[config.mk]
export PLATFORM = sky130hd
export DESIGN_NAME = uart_tx_gate_rs485_control
export DESIGN_NICKNAME = d
export VERILOG_FILES = /design/src/uart_gate_pkg.sv /design/src/uart_char_shifter.sv /design/src/uart_release_timer.sv /design/src/uart_tx_gate_rs485_control.sv
export VERILOG_INCLUDE_DIRS = /design/src
export SDC_FILE = /design/constraint.sdc
export NUM_CORES = 1
export LEC_CHECK = 0
export BUFFER_PORTS_ARGS = -buffer_cell sky130_fd_sc_hd__buf_2
export CORE_MARGIN = 2
export CORE_UTILIZATION = 51
export DETAILED_ROUTE_END_ITERATION = 10
export PLACE_DENSITY_LB_ADDON = 0.2
export SKIP_CTS_REPAIR_TIMING = 1
export SYNTH_ARGS = -nofsm -noshare
export SYNTH_HDL_FRONTEND = slang
export SYNTH_SLANG_ARGS = --single-unit
[constraint.sdc]
create_clock -name i_clock -period 2.43 [get_ports i_clock]
set_input_delay 0.243 -clock i_clock [delete_from_list [all_inputs] [get_ports i_clock]]
set_output_delay 0.243 -clock i_clock [all_outputs]
set_load 0.005 [all_outputs]
[src/uart_gate_defs.svh]
// Constants for the transmit gate and multidrop control block.
// Assumes inclusion by the package and the design modules.
`ifndef UART_GATE_DEFS_SVH
`define UART_GATE_DEFS_SVH

// ----------------------------------------
// Register byte addresses
// ----------------------------------------
`define ADDR_TRANSMIT_PERMIT    32'h40008030
`define ADDR_MULTIDROP_CONTROL  32'h4000804C
`define ADDR_ADDRESS_MATCH      32'h40008050
`define ADDR_RELEASE_DELAY      32'h40008054
`define ADDR_FRACTIONAL         32'h40008028

// ----------------------------------------
// Field positions and reset values
// ----------------------------------------
`define BIT_TRANSMIT_PERMIT     7
`define BIT_MULTIDROP_ENABLE    0
`define BIT_RECEIVER_DISABLE    1
`define BIT_AUTO_ADDRESS        2
`define BIT_DIRECTION_SELECT    3
`define BIT_AUTO_DIRECTION      4
`define BIT_DIRECTION_INVERT    5
`define MULTIDROP_WIDTH         6
`define RESET_TRANSMIT_PERMIT   1'h1
`define RESET_MULTIDROP         6'h00
`define RESET_ADDRESS_MATCH     8'h00
`define RESET_RELEASE_DELAY     8'h00
`define RESET_FRACTIONAL        8'h10

// ----------------------------------------
// Timing
// ----------------------------------------
`define CLOCK_MHZ               20
`define BITS_PER_CHAR           10
`define BAUD_OVERSAMPLE         16

`endif

[src/uart_gate_pkg.sv]
// Types shared by the transmit gate and multidrop control block.
// Assumes the defs header is on the include path.
package uart_gate_pkg;
`include "uart_gate_defs.svh"

    typedef struct packed {
        logic        direction_polarity_invert;
        logic        auto_direction_enable;
        logic        direction_select;
        logic        auto_address_detect_enable;
        logic        receiver_disable;
        logic        multidrop_enable;
    } multidrop_ctrl_t;

    typedef struct packed {
        logic        valid;
        logic        ninth;
        logic [7:0]  data;
    } rx_char_t;

    typedef struct packed {
        logic        write;
        logic        read;
        logic [31:0] addr;
        logic [31:0] wdata;
    } reg_req_t;

endpackage

[src/uart_char_shifter.sv]
// Transmit shift register timing: one character per start, one bit per baud tick.
// Assumes a single-cycle baud tick from the block's own divider.
`timescale 1ns/1ps
`include "uart_gate_defs.svh"

module uart_char_shifter
    import uart_gate_pkg::*;
(
    // Clock and reset
    input  wire logic       i_clock,
    input  wire logic       i_rst_n,
    // Control
    input  wire logic       i_baud_tick,
    input  wire logic       i_start,
    input  wire logic [7:0] i_data,
    // Status
    output logic            o_busy,
    output logic            o_done,
    output logic            o_txd
);
    import uart_gate_pkg::*;

    logic [9:0] frame;
    logic [3:0] bits_left;
    logic [7:0] held;
    logic       waiting;

    // Frame loads on the next tick so the start bit lasts a full bit period
    always_ff @(posedge i_clock or negedge i_rst_n) begin
        if (!i_rst_n) begin
            frame     <= 10'h3FF;
            bits_left <= 4'h0;
            held      <= 8'h00;
            waiting   <= 1'b0;
            o_busy    <= 1'b0;
            o_done    <= 1'b0;
        end else begin
            o_done <= 1'b0;
            if (i_start && !o_busy) begin
                held    <= i_data;
                waiting <= 1'b1;
                o_busy  <= 1'b1;
            end else if (o_busy && i_baud_tick && waiting) begin
                frame     <= {1'b1, held, 1'b0};
                bits_left <= 4'(`BITS_PER_CHAR);
                waiting   <= 1'b0;
            end else if (o_busy && i_baud_tick) begin
                frame <= {1'b1, frame[9:1]};
                bits_left <= bits_left - 4'h1;
                if (bits_left == 4'h1) begin
                    o_busy <= 1'b0;
                    o_done <= 1'b1;
                end
            end
        end
    end

    assign o_txd = frame[0];

endmodule

[src/uart_release_timer.sv]
// Counts baud periods between the last stop bit and direction release.
// Assumes a single-cycle baud tick.
`timescale 1ns/1ps

module uart_release_timer
    import uart_gate_pkg::*;
(
    // Clock and reset
    input  wire logic       i_clock,
    input  wire logic       i_rst_n,
    // Control
    input  wire logic       i_baud_tick,
    input  wire logic       i_load,
    input  wire logic [7:0] i_delay,
    // Status
    output logic            o_running
);
    import uart_gate_pkg::*;

    logic [7:0] count;

    always_ff @(posedge i_clock or negedge i_rst_n) begin
        if (!i_rst_n) begin
            count     <= 8'h00;
            o_running <= 1'b0;
        end else if (i_load) begin
            count     <= i_delay;
            o_running <= (i_delay != 8'h00);
        end else if (o_running && i_baud_tick) begin
            count <= count - 8'h01;
            if (count == 8'h01) begin
                o_running <= 1'b0;
            end
        end
    end

endmodule

[src/uart_tx_gate_rs485_control.sv]
// Transmit gating, multidrop receive filter and direction control of a UART.
// Assumes register port, holding buffer, baud tick and receive path share one clock; no pin inputs.
//
// Local design decision: the plain strobed port.
`timescale 1ns/1ps
`include "uart_gate_defs.svh"

// Function
// Permit bit resets set; characters flow freely
// Clearing permit finishes current character, then stops
// Software toggles permit for flow control
// Bit 0 flags ninth-bit bytes as addresses
// Bit 1 disables receiver, resets zero; code ignores it unless bit 0 is set
// Bit 2 enables auto address, resets zero
// Bit 3 selects RTS or DTR pin
// Bit 4 enables auto direction, resets zero
// Polarity clear: low while pending, then high
// Polarity set: high while pending, then low
// Software picks fraction only within ratio bounds
// Auto address match stores, mismatch disables
// Direction release delayed by programmed baud periods
// Disabled receiver drops data, keeps addresses
// Control bits read back; reserved bits ignored
module uart_tx_gate_rs485_control
    import uart_gate_pkg::*;
(
    // Clock and reset
    input  wire logic                      i_clock,
    input  wire logic                      i_rst_n,
    // Register port
    input  wire uart_gate_pkg::reg_req_t   i_req,
    output logic [31:0]                    o_rdata,
    // Transmit holding buffer side
    input  wire logic                      i_thr_valid,
    input  wire logic [7:0]                i_thr_data,
    output logic                           o_thr_pop,
    // Baud tick from divider
    input  wire logic                      i_baud_tick,
    // Received characters from the shift register
    input  wire uart_gate_pkg::rx_char_t   i_rx,
    output uart_gate_pkg::rx_char_t        o_rx_push,
    output logic                           o_rx_ready_irq,
    output logic                           o_parity_irq,
    // Serial and direction pins
    output logic                           o_txd,
    output logic                           o_rts_n,
    output logic                           o_dtr_n
);
    import uart_gate_pkg::*;

    // ----------------------------------------
    // Registers
    // ----------------------------------------
    logic            transmit_permit_bit;
    multidrop_ctrl_t ctrl;
    logic [7:0]      address_match_value;
    logic [7:0]      direction_release_delay;
    logic [7:0]      fractional_ratio;
    logic            next_receiver_disable;
    logic            hw_set_disable;
    logic            hw_clr_disable;

    function automatic logic hit(input logic [31:0] a, input logic [31:0] ref_addr);
        return a == ref_addr;
    endfunction

    // Permit bit: software only
    always_ff @(posedge i_clock or negedge i_rst_n) begin
        if (!i_rst_n) begin
            transmit_permit_bit <= `RESET_TRANSMIT_PERMIT;
        end else if (i_req.write && hit(i_req.addr, `ADDR_TRANSMIT_PERMIT)) begin
            transmit_permit_bit <= i_req.wdata[`BIT_TRANSMIT_PERMIT];
        end
    end

    // Receiver disable: hardware update wins over a software write in the same cycle
    always_comb begin
        next_receiver_disable = ctrl.receiver_disable;
        if (i_req.write && hit(i_req.addr, `ADDR_MULTIDROP_CONTROL)) begin
            next_receiver_disable = i_req.wdata[`BIT_RECEIVER_DISABLE];
        end
        if (hw_set_disable) begin
            next_receiver_disable = 1'b1;
        end else if (hw_clr_disable) begin
            next_receiver_disable = 1'b0;
        end
    end

    // Whole word first, then the hardware-aware receiver disable bit
    always_ff @(posedge i_clock or negedge i_rst_n) begin
        if (!i_rst_n) begin
            ctrl <= multidrop_ctrl_t'(`RESET_MULTIDROP);
        end else begin
            if (i_req.write && hit(i_req.addr, `ADDR_MULTIDROP_CONTROL)) begin
                ctrl <= multidrop_ctrl_t'(i_req.wdata[`MULTIDROP_WIDTH-1:0]);
            end
            ctrl.receiver_disable <= next_receiver_disable;
        end
    end

    always_ff @(posedge i_clock or negedge i_rst_n) begin
        if (!i_rst_n) begin
            address_match_value     <= `RESET_ADDRESS_MATCH;
            direction_release_delay <= `RESET_RELEASE_DELAY;
            fractional_ratio        <= `RESET_FRACTIONAL;
        end else if (i_req.write) begin
            if (hit(i_req.addr, `ADDR_ADDRESS_MATCH)) begin
                address_match_value <= i_req.wdata[7:0];
            end
            if (hit(i_req.addr, `ADDR_RELEASE_DELAY)) begin
                direction_release_delay <= i_req.wdata[7:0];
            end
            if (hit(i_req.addr, `ADDR_FRACTIONAL)) begin
                fractional_ratio <= i_req.wdata[7:0];
            end
        end
    end

    // Read data one cycle after the strobe; unmapped reads give zero
    always_ff @(posedge i_clock or negedge i_rst_n) begin
        if (!i_rst_n) begin
            o_rdata <= 32'h00000000;
        end else if (i_req.read) begin
            o_rdata <= 32'h00000000;
            if (hit(i_req.addr, `ADDR_TRANSMIT_PERMIT)) begin
                o_rdata[`BIT_TRANSMIT_PERMIT] <= transmit_permit_bit;
            end else if (hit(i_req.addr, `ADDR_MULTIDROP_CONTROL)) begin
                o_rdata[`MULTIDROP_WIDTH-1:0] <= ctrl;
            end else if (hit(i_req.addr, `ADDR_ADDRESS_MATCH)) begin
                o_rdata[7:0] <= address_match_value;
            end else if (hit(i_req.addr, `ADDR_RELEASE_DELAY)) begin
                o_rdata[7:0] <= direction_release_delay;
            end else if (hit(i_req.addr, `ADDR_FRACTIONAL)) begin
                o_rdata[7:0] <= fractional_ratio;
            end
        end
    end

    // ----------------------------------------
    // Transmit gate
    // ----------------------------------------
    logic shifter_busy;
    logic shifter_done;
    logic shifter_txd;
    logic start_char;

    // Gate only the hand-off; a character already shifting always completes
    assign start_char = i_thr_valid && transmit_permit_bit && !shifter_busy && !o_thr_pop;

    // Pop trails the start by one cycle; the guard stops a stale head restarting
    always_ff @(posedge i_clock or negedge i_rst_n) begin
        if (!i_rst_n) begin
            o_thr_pop <= 1'b0;
        end else begin
            o_thr_pop <= start_char;
        end
    end

    uart_char_shifter u_shifter (
        .i_clock     (i_clock),
        .i_rst_n     (i_rst_n),
        .i_baud_tick (i_baud_tick),
        .i_start     (start_char),
        .i_data      (i_thr_data),
        .o_busy      (shifter_busy),
        .o_done      (shifter_done),
        .o_txd       (shifter_txd)
    );

    always_ff @(posedge i_clock or negedge i_rst_n) begin
        if (!i_rst_n) begin
            o_txd <= 1'b1;
        end else begin
            o_txd <= shifter_txd;
        end
    end

    // ----------------------------------------
    // Direction control
    // ----------------------------------------
    logic delay_running;
    logic pending;
    logic dir_level;

    // Timer reloads on every done, so each character restarts the count
    uart_release_timer u_release (
        .i_clock     (i_clock),
        .i_rst_n     (i_rst_n),
        .i_baud_tick (i_baud_tick),
        .i_load      (shifter_done),
        .i_delay     (direction_release_delay),
        .o_running   (delay_running)
    );

    // Pending covers queued data, the shifting character and the release delay
    assign pending   = i_thr_valid || shifter_busy || shifter_done || delay_running;
    assign dir_level = pending ^ !ctrl.direction_polarity_invert;

    // Unselected pin parks high so no stray driver enable reaches the line
    always_ff @(posedge i_clock or negedge i_rst_n) begin
        if (!i_rst_n) begin
            o_rts_n <= 1'b1;
            o_dtr_n <= 1'b1;
        end else begin
            o_rts_n <= 1'b1;
            o_dtr_n <= 1'b1;
            if (ctrl.auto_direction_enable) begin
                if (ctrl.direction_select) begin
                    o_dtr_n <= dir_level;
                end else begin
                    o_rts_n <= dir_level;
                end
            end
        end
    end

    // ----------------------------------------
    // Multidrop receive filter
    // ----------------------------------------
    logic is_address;
    logic matched;
    logic accept;

    assign is_address = ctrl.multidrop_enable && i_rx.ninth;
    assign matched    = i_rx.data == address_match_value;
    assign hw_set_disable = i_rx.valid && is_address && ctrl.auto_address_detect_enable && !matched;
    assign hw_clr_disable = i_rx.valid && is_address && ctrl.auto_address_detect_enable && matched;

    // Outside multidrop mode every character is kept
    always_comb begin
        accept = 1'b1;
        if (ctrl.multidrop_enable) begin
            if (ctrl.auto_address_detect_enable) begin
                accept = is_address ? matched : !ctrl.receiver_disable;
            end else if (ctrl.receiver_disable) begin
                accept = is_address;
            end
        end
    end

    // Parity flag only for address bytes that are stored
    always_ff @(posedge i_clock or negedge i_rst_n) begin
        if (!i_rst_n) begin
            o_rx_push      <= '0;
            o_rx_ready_irq <= 1'b0;
            o_parity_irq   <= 1'b0;
        end else begin
            o_rx_push      <= '{valid: i_rx.valid && accept, ninth: i_rx.ninth, data: i_rx.data};
            o_rx_ready_irq <= i_rx.valid && accept;
            o_parity_irq   <= i_rx.valid && is_address && accept;
        end
    end
endmodule

==> metrics.txt, run 1 <==
status=completed; Mapped Cells=368; post-layout min period=1.69 ns; Chip Width=96.2 um; placed instance count=555; synthesized area per cell=11.8 um2; clk_skew=0.00913 ns; Setup Slack @ Placement=0.407 ns; die footprint=9250 um2; Slew Limit Headroom=54.8%; Final setup viols=0; Pre-antenna DRT Iters=4; Pins Over Slew Limit=0; n_diodes=0; synth warn=0; number of remaining DRC errors=0; maximum vdd drop=423 uV; Root Buffer=clkbuf_8; total power=3570 uW; Synth cell types=54; Clock Sink Count=87; Clock H-tree levels=3; PD cells=701 nW/um2; Hold Vio Cnt, Final=0; Async S/R FF share, synth=100%; synthesis-stage register bit count=87; initial antenna violation count=0; CP Capture Type=flop; via-per-instance ratio=5.36; drt total wl=9000 um; worst-skew pair later-pin latency=0.36 ns; # fillers=699; num ports=136; gr usage total=21.1%; CTS tree=yes; arrival time at the worst endpoint=1.97 ns; DRT iter0 DRCs=169; ratio of cells with drive above 1 in the final layout=38.0%; Least-Margin Pin Slew=0.672 ns; Fmax achieved=591 MHz; Inserted Clock Buffers=9; crit share post-route=69.6%; Core ar.=8220 um2; Worst Setup Start Kind=flop; max_cap viols=0; vias=3074; WL/cell=15.7 um; commonest non-fill, non-tap cell in the layout=buf_2; clock-pin slew on the worst setup and hold paths=0.09 ns; pin count of the biggest net entering global routing=66; first-pass GRT wire length=14600 um; most frequent cells in the layout=86 x buf_2, 73 x dfrtp_1, 30 x nand2_1; WP data required=2.71 ns; final worst setup slack=0.739 ns; Seq/Total Area, Yosys=50.6%; Layout Utilization=62.0%; P_leak=0.00238 uW; IO buf count=87; die height=96.2 um; Core Rows=33; worst hold path type=primary input to flop; grt total ovfl=0; EDFF count, synth=0; critical path type=flop to flop; Max clock buf depth=2; Final HPWL DP=6550 um; mapped cell area=4340 um2; antenna-violating nets left=0; Layout area overhead=17.5%; RePlAce Congestion=0.844; via count of the first global-routing pass=2963; Starting Density=52.8%; unrepaired setup endpoints after global routing=no; prevailing post-synth register cell=dfrtp_1; NumNets Final=556; Non-Filler Instances=574; setup_tns=0 ns; Max Fanout on Critical Path=19
synthesized netlist by cell type, drive strengths merged, types with 3 or more instances:
cell type / number / share of area, %
mux2i: 13 / 3.0
buf: 29 / 4.8
xnor2: 15 / 3.0
o21ai: 21 / 2.4
ha: 4 / 1.2
a21oi: 8 / 0.92
nor3b: 3 / 0.52
nand4: 6 / 1.2
o31ai: 6 / 1.0
o22a: 6 / 1.2
nor2b: 6 / 0.87
mux2: 38 / 11
dfstp: 14 / 8.5
nor4: 6 / 1.8
and4: 3 / 0.61
inv: 10 / 0.87
clkbuf: 7 / 0.61
nor2: 10 / 0.87
or4: 5 / 0.87
dfrtp: 73 / 42
nor3: 14 / 2.6
nand2: 30 / 2.6
or3: 3 / 0.43
nand3: 9 / 1.3
o32ai: 4 / 0.81
path summary, 6_finish.rpt:
path	slack (ns)	from	end	depth (start not counted)
worst min-delay path	0.01	i_rx[7]	o_rx_push[7]	1
min in group asynchronous	0.32	i_rst_n	o_rdata[0]	2
worst min register to register	0.37	u_shifter.frame[0]	o_txd	0
max in group asynchronous	1.44	i_rst_n	o_dtr_n	3
worst max-delay path	0.74	u_shifter.o_done	o_rts_n	3
worst max register to register	0.74	u_shifter.o_done	o_rts_n	3
cells by family (layout without fill, tap and decap cells):
| logic type | Yosys count | in the layout | synth area share (%) |
|---|---|---|---|
| simple gates | 106 | 106 | 16.5 |
| flops | 87 | 87 | 50.6 |
| compound gates | 57 | 57 | 8.57 |
| mux | 51 | 51 | 13.6 |
| buf+inv | 46 | 124 | 6.23 |
| xor+xnor | 16 | 16 | 3.23 |
| fa+ha+maj | 4 | 4 | 1.15 |
| other cells | 1 | 24 | 0.0865 |
layer usage:
metal / global-route usage [%] / wire length [um] / share of wire (%)
met5: 0 / 0 / 0
met4: 7.14 / 127 / 1.4
met3: 3.76 / 525 / 5.8
met2: 33.0 / 4130 / 46
met1: 29.7 / 4220 / 47
power breakdown:
group          leakage [uW]  internal (uW)  total [uW]  switching [uW]
clock              0.000108            593        1150             561
combinational       0.00116            275         590             315
sequential          0.00112           1690        1830             142
stage by stage:
stage / hold WS, ns / area, um2
finish: 0.0100 / 5090
global route: 0.000562 / 5090
CTS: -0.226 / 5060
detailed placement: 0.167 / 4840
global placement: 0.160 / 4840
floorplan: -0.0526 / 4420
sequential cells by signal, summed over array words and instances (netlist names), 4 cells and up:
register,cells
o_rx_push,9
u_shifter.frame,9
address_match_value,8
direction_release_delay,8
fractional_ratio,8
o_rdata,8
u_release.count,8
u_shifter.held,8
ctrl,6
u_shifter.bits_left,4
worst max-delay path, stage by stage (launching register included):
cell      delay (ns)
dfrtp_1         0.57
nor4_1          0.68
xnor2_1         0.24
nand3b_1        0.11
cell type report:
type / count / area, um2 / share of cell area, %
Clock inverter: 7 / 104 / 2.04
Tap cell: 105 / 131 / 2.58
Clock buffer: 9 / 124 / 2.43
Multi-Input combinational cell: 258 / 1960 / 38.5
Inverter: 10 / 37.5 / 0.737
Sequential cell: 87 / 2190 / 43.1
Timing Repair Buffer: 98 / 541 / 10.6
Power figures use the tool's default switching activity.
==> inputs of run 2 (changes only) <==
==> constraint.sdc (replaced) <==
create_clock -name i_clock -period 1.7 [get_ports i_clock]
set_input_delay 0.17 -clock i_clock [delete_from_list [all_inputs] [get_ports i_clock]]
set_output_delay 0.17 -clock i_clock [all_outputs]
set_load 0.005 [all_outputs]
==> run 2 against run 1 <==
Wire length is 0.41% higher. Clock power grew 28%. Critical path depth did not move. Register-to-register slack got worse by 0.59 ns. Global-route usage grew 0.35 points. First-iteration DRC count grew 10%. Critical path type unchanged. Design area increased by 4.3%. Combinational power up 57%. Clock skew up 0.0010 ns. Non-clock buffer count is 26 higher. Via count grew 2.9%. Worst hold slack improved by 0.026 ns.
==> metrics.txt, run 2 (synthesis gave the netlist of run 1 again) <==
status=completed; post-layout min period=1.55 ns; crit share post-route=91.1%; arrival time at the worst endpoint=1.78 ns; RePlAce Congestion=0.829; WP data required=1.93 ns; PD cells=940 nW/um2; most frequent cells in the layout=86 x buf_2, 73 x dfrtp_1, 30 x nand2_1; Hold Vio Cnt, Final=0; CTS tree=yes; P_leak=0.00251 uW; final worst setup slack=0.152 ns; Comb power frac=18.6%; Clock H-tree levels=3; Max clock buf depth=2; Pre-antenna DRT Iters=4; worst hold path stage count=2; vias=3164; Finished Cell Area=5310 um2; R2R depth=3; initial antenna violation count=0; DRT iter0 DRCs=186; NumNets Final=582; CP Capture Type=flop; Hold WS=0.0360 ns; Clock Sink Count=87; die footprint=9250 um2; commonest non-fill, non-tap cell in the layout=buf_2; Starting Density=52.8%; setup_tns=0 ns; gr usage total=21.4%; antenna-violating nets left=0; critical path cell sequence=or4_1 -> o41ai_1 -> o21ai_0; Crit-path slowest cell=or4_1; clk_skew=0.0102 ns; clock-pin slew on the worst setup and hold paths=0.09 ns; reg-to-reg slack, setup=0.15 ns; clock group share of total power=29.4%; Final HPWL DP=6840 um; unrepaired setup endpoints after global routing=no; first-pass GRT wire length=15100 um; Flop pwr share=52.0%; via count of the first global-routing pass=3140; number of remaining DRC errors=0; max_cap viols=0; Pins Over Slew Limit=0; Net Sw Power=1440 uW; critical path type=flop to flop; Pint=3550 uW; Fmax achieved=646 MHz; max incr delay on CP=0.58 ns; Layout area overhead=22.6%; Sw Ratio=28.9%; Layout Utilization=64.7%; worst hold path type=primary input to flop; Core Rows=33; Max Fanout on Critical Path=4; die height=96.2 um; via-per-instance ratio=5.27; drt total wl=9040 um; Root Buffer=clkbuf_8; Largest regs=o_rx_push (9), u_shifter.frame (9); Chip Width=96.2 um; placed cell areas=5000 um2; worst-skew pair later-pin latency=0.36 ns; maximum vdd drop=556 uV; num ports=136; n_diodes=0; Inserted Clock Buffers=9; Setup Slack @ Placement=-0.112 ns; ratio of cells with drive above 1 in the final layout=40.0%; Final setup viols=0; IO buf count=87; WL/cell=15.1 um; pin count of the biggest net entering global routing=35; grt total ovfl=0; Worst Setup Start Kind=flop; Core ar.=8220 um2
[run 2: per-stage QoR]
| stage | power, uW | instances |
|---|---|---|
| after global routing | 5310 | 600 |
| after detailed placement | 3550 | 574 |
| after global placement | 3500 | 574 |
| final | 5000 | 600 |
| after floorplan | 3200 | 391 |
| after CTS | 5020 | 590 |
[run 2: routing by layer]
metal | routed length (um) | GRT usage [%] | vias up
met4 | 166 | 7.62 | 0
met3 | 521 | 3.45 | 15
met5 | 0 | 0 | -
met2 | 4200 | 34.3 | 98
met1 | 4150 | 29.6 | 1525
li1 | - | - | 1526
[run 2: cell type report]
type | count | area, um2
fill | 657 | 2900
sequential | 87 | 2190
tap | 105 | 131
inverter | 10 | 37.5
clock inverter | 7 | 78.8
clock buffer | 9 | 124
multi-input combinational | 258 | 1970
timing repair buffer | 124 | 778
[run 2: worst max-delay path: cells and delay by family, from the launching register on]
family | cells | cell delay, ns
AO/OA/AOI/OAI | 2 | 0.42
flip-flops | 1 | 0.42
AND/OR/NAND/NOR | 1 | 0.58
[run 2: power by group through the flow]
stage,sequential (uW),combinational (uW),clock (uW)
floorplan,2600,607,0
global placement,2620,875,0
detailed placement,2630,912,0
CTS,2600,921,1500
global route,2640,1090,1580
finish,2600,927,1470
[run 2: path summary, 6_finish.rpt]
path,start,end
worst max-delay path,u_release.count[3],u_release.o_running
worst min-delay path,i_thr_data[3],u_shifter.held[3]
worst max register to register,u_release.count[3],u_release.o_running
worst min register to register,u_shifter.frame[0],o_txd
max in group asynchronous,i_rst_n,u_release.o_running
min in group asynchronous,i_rst_n,address_match_value[7]
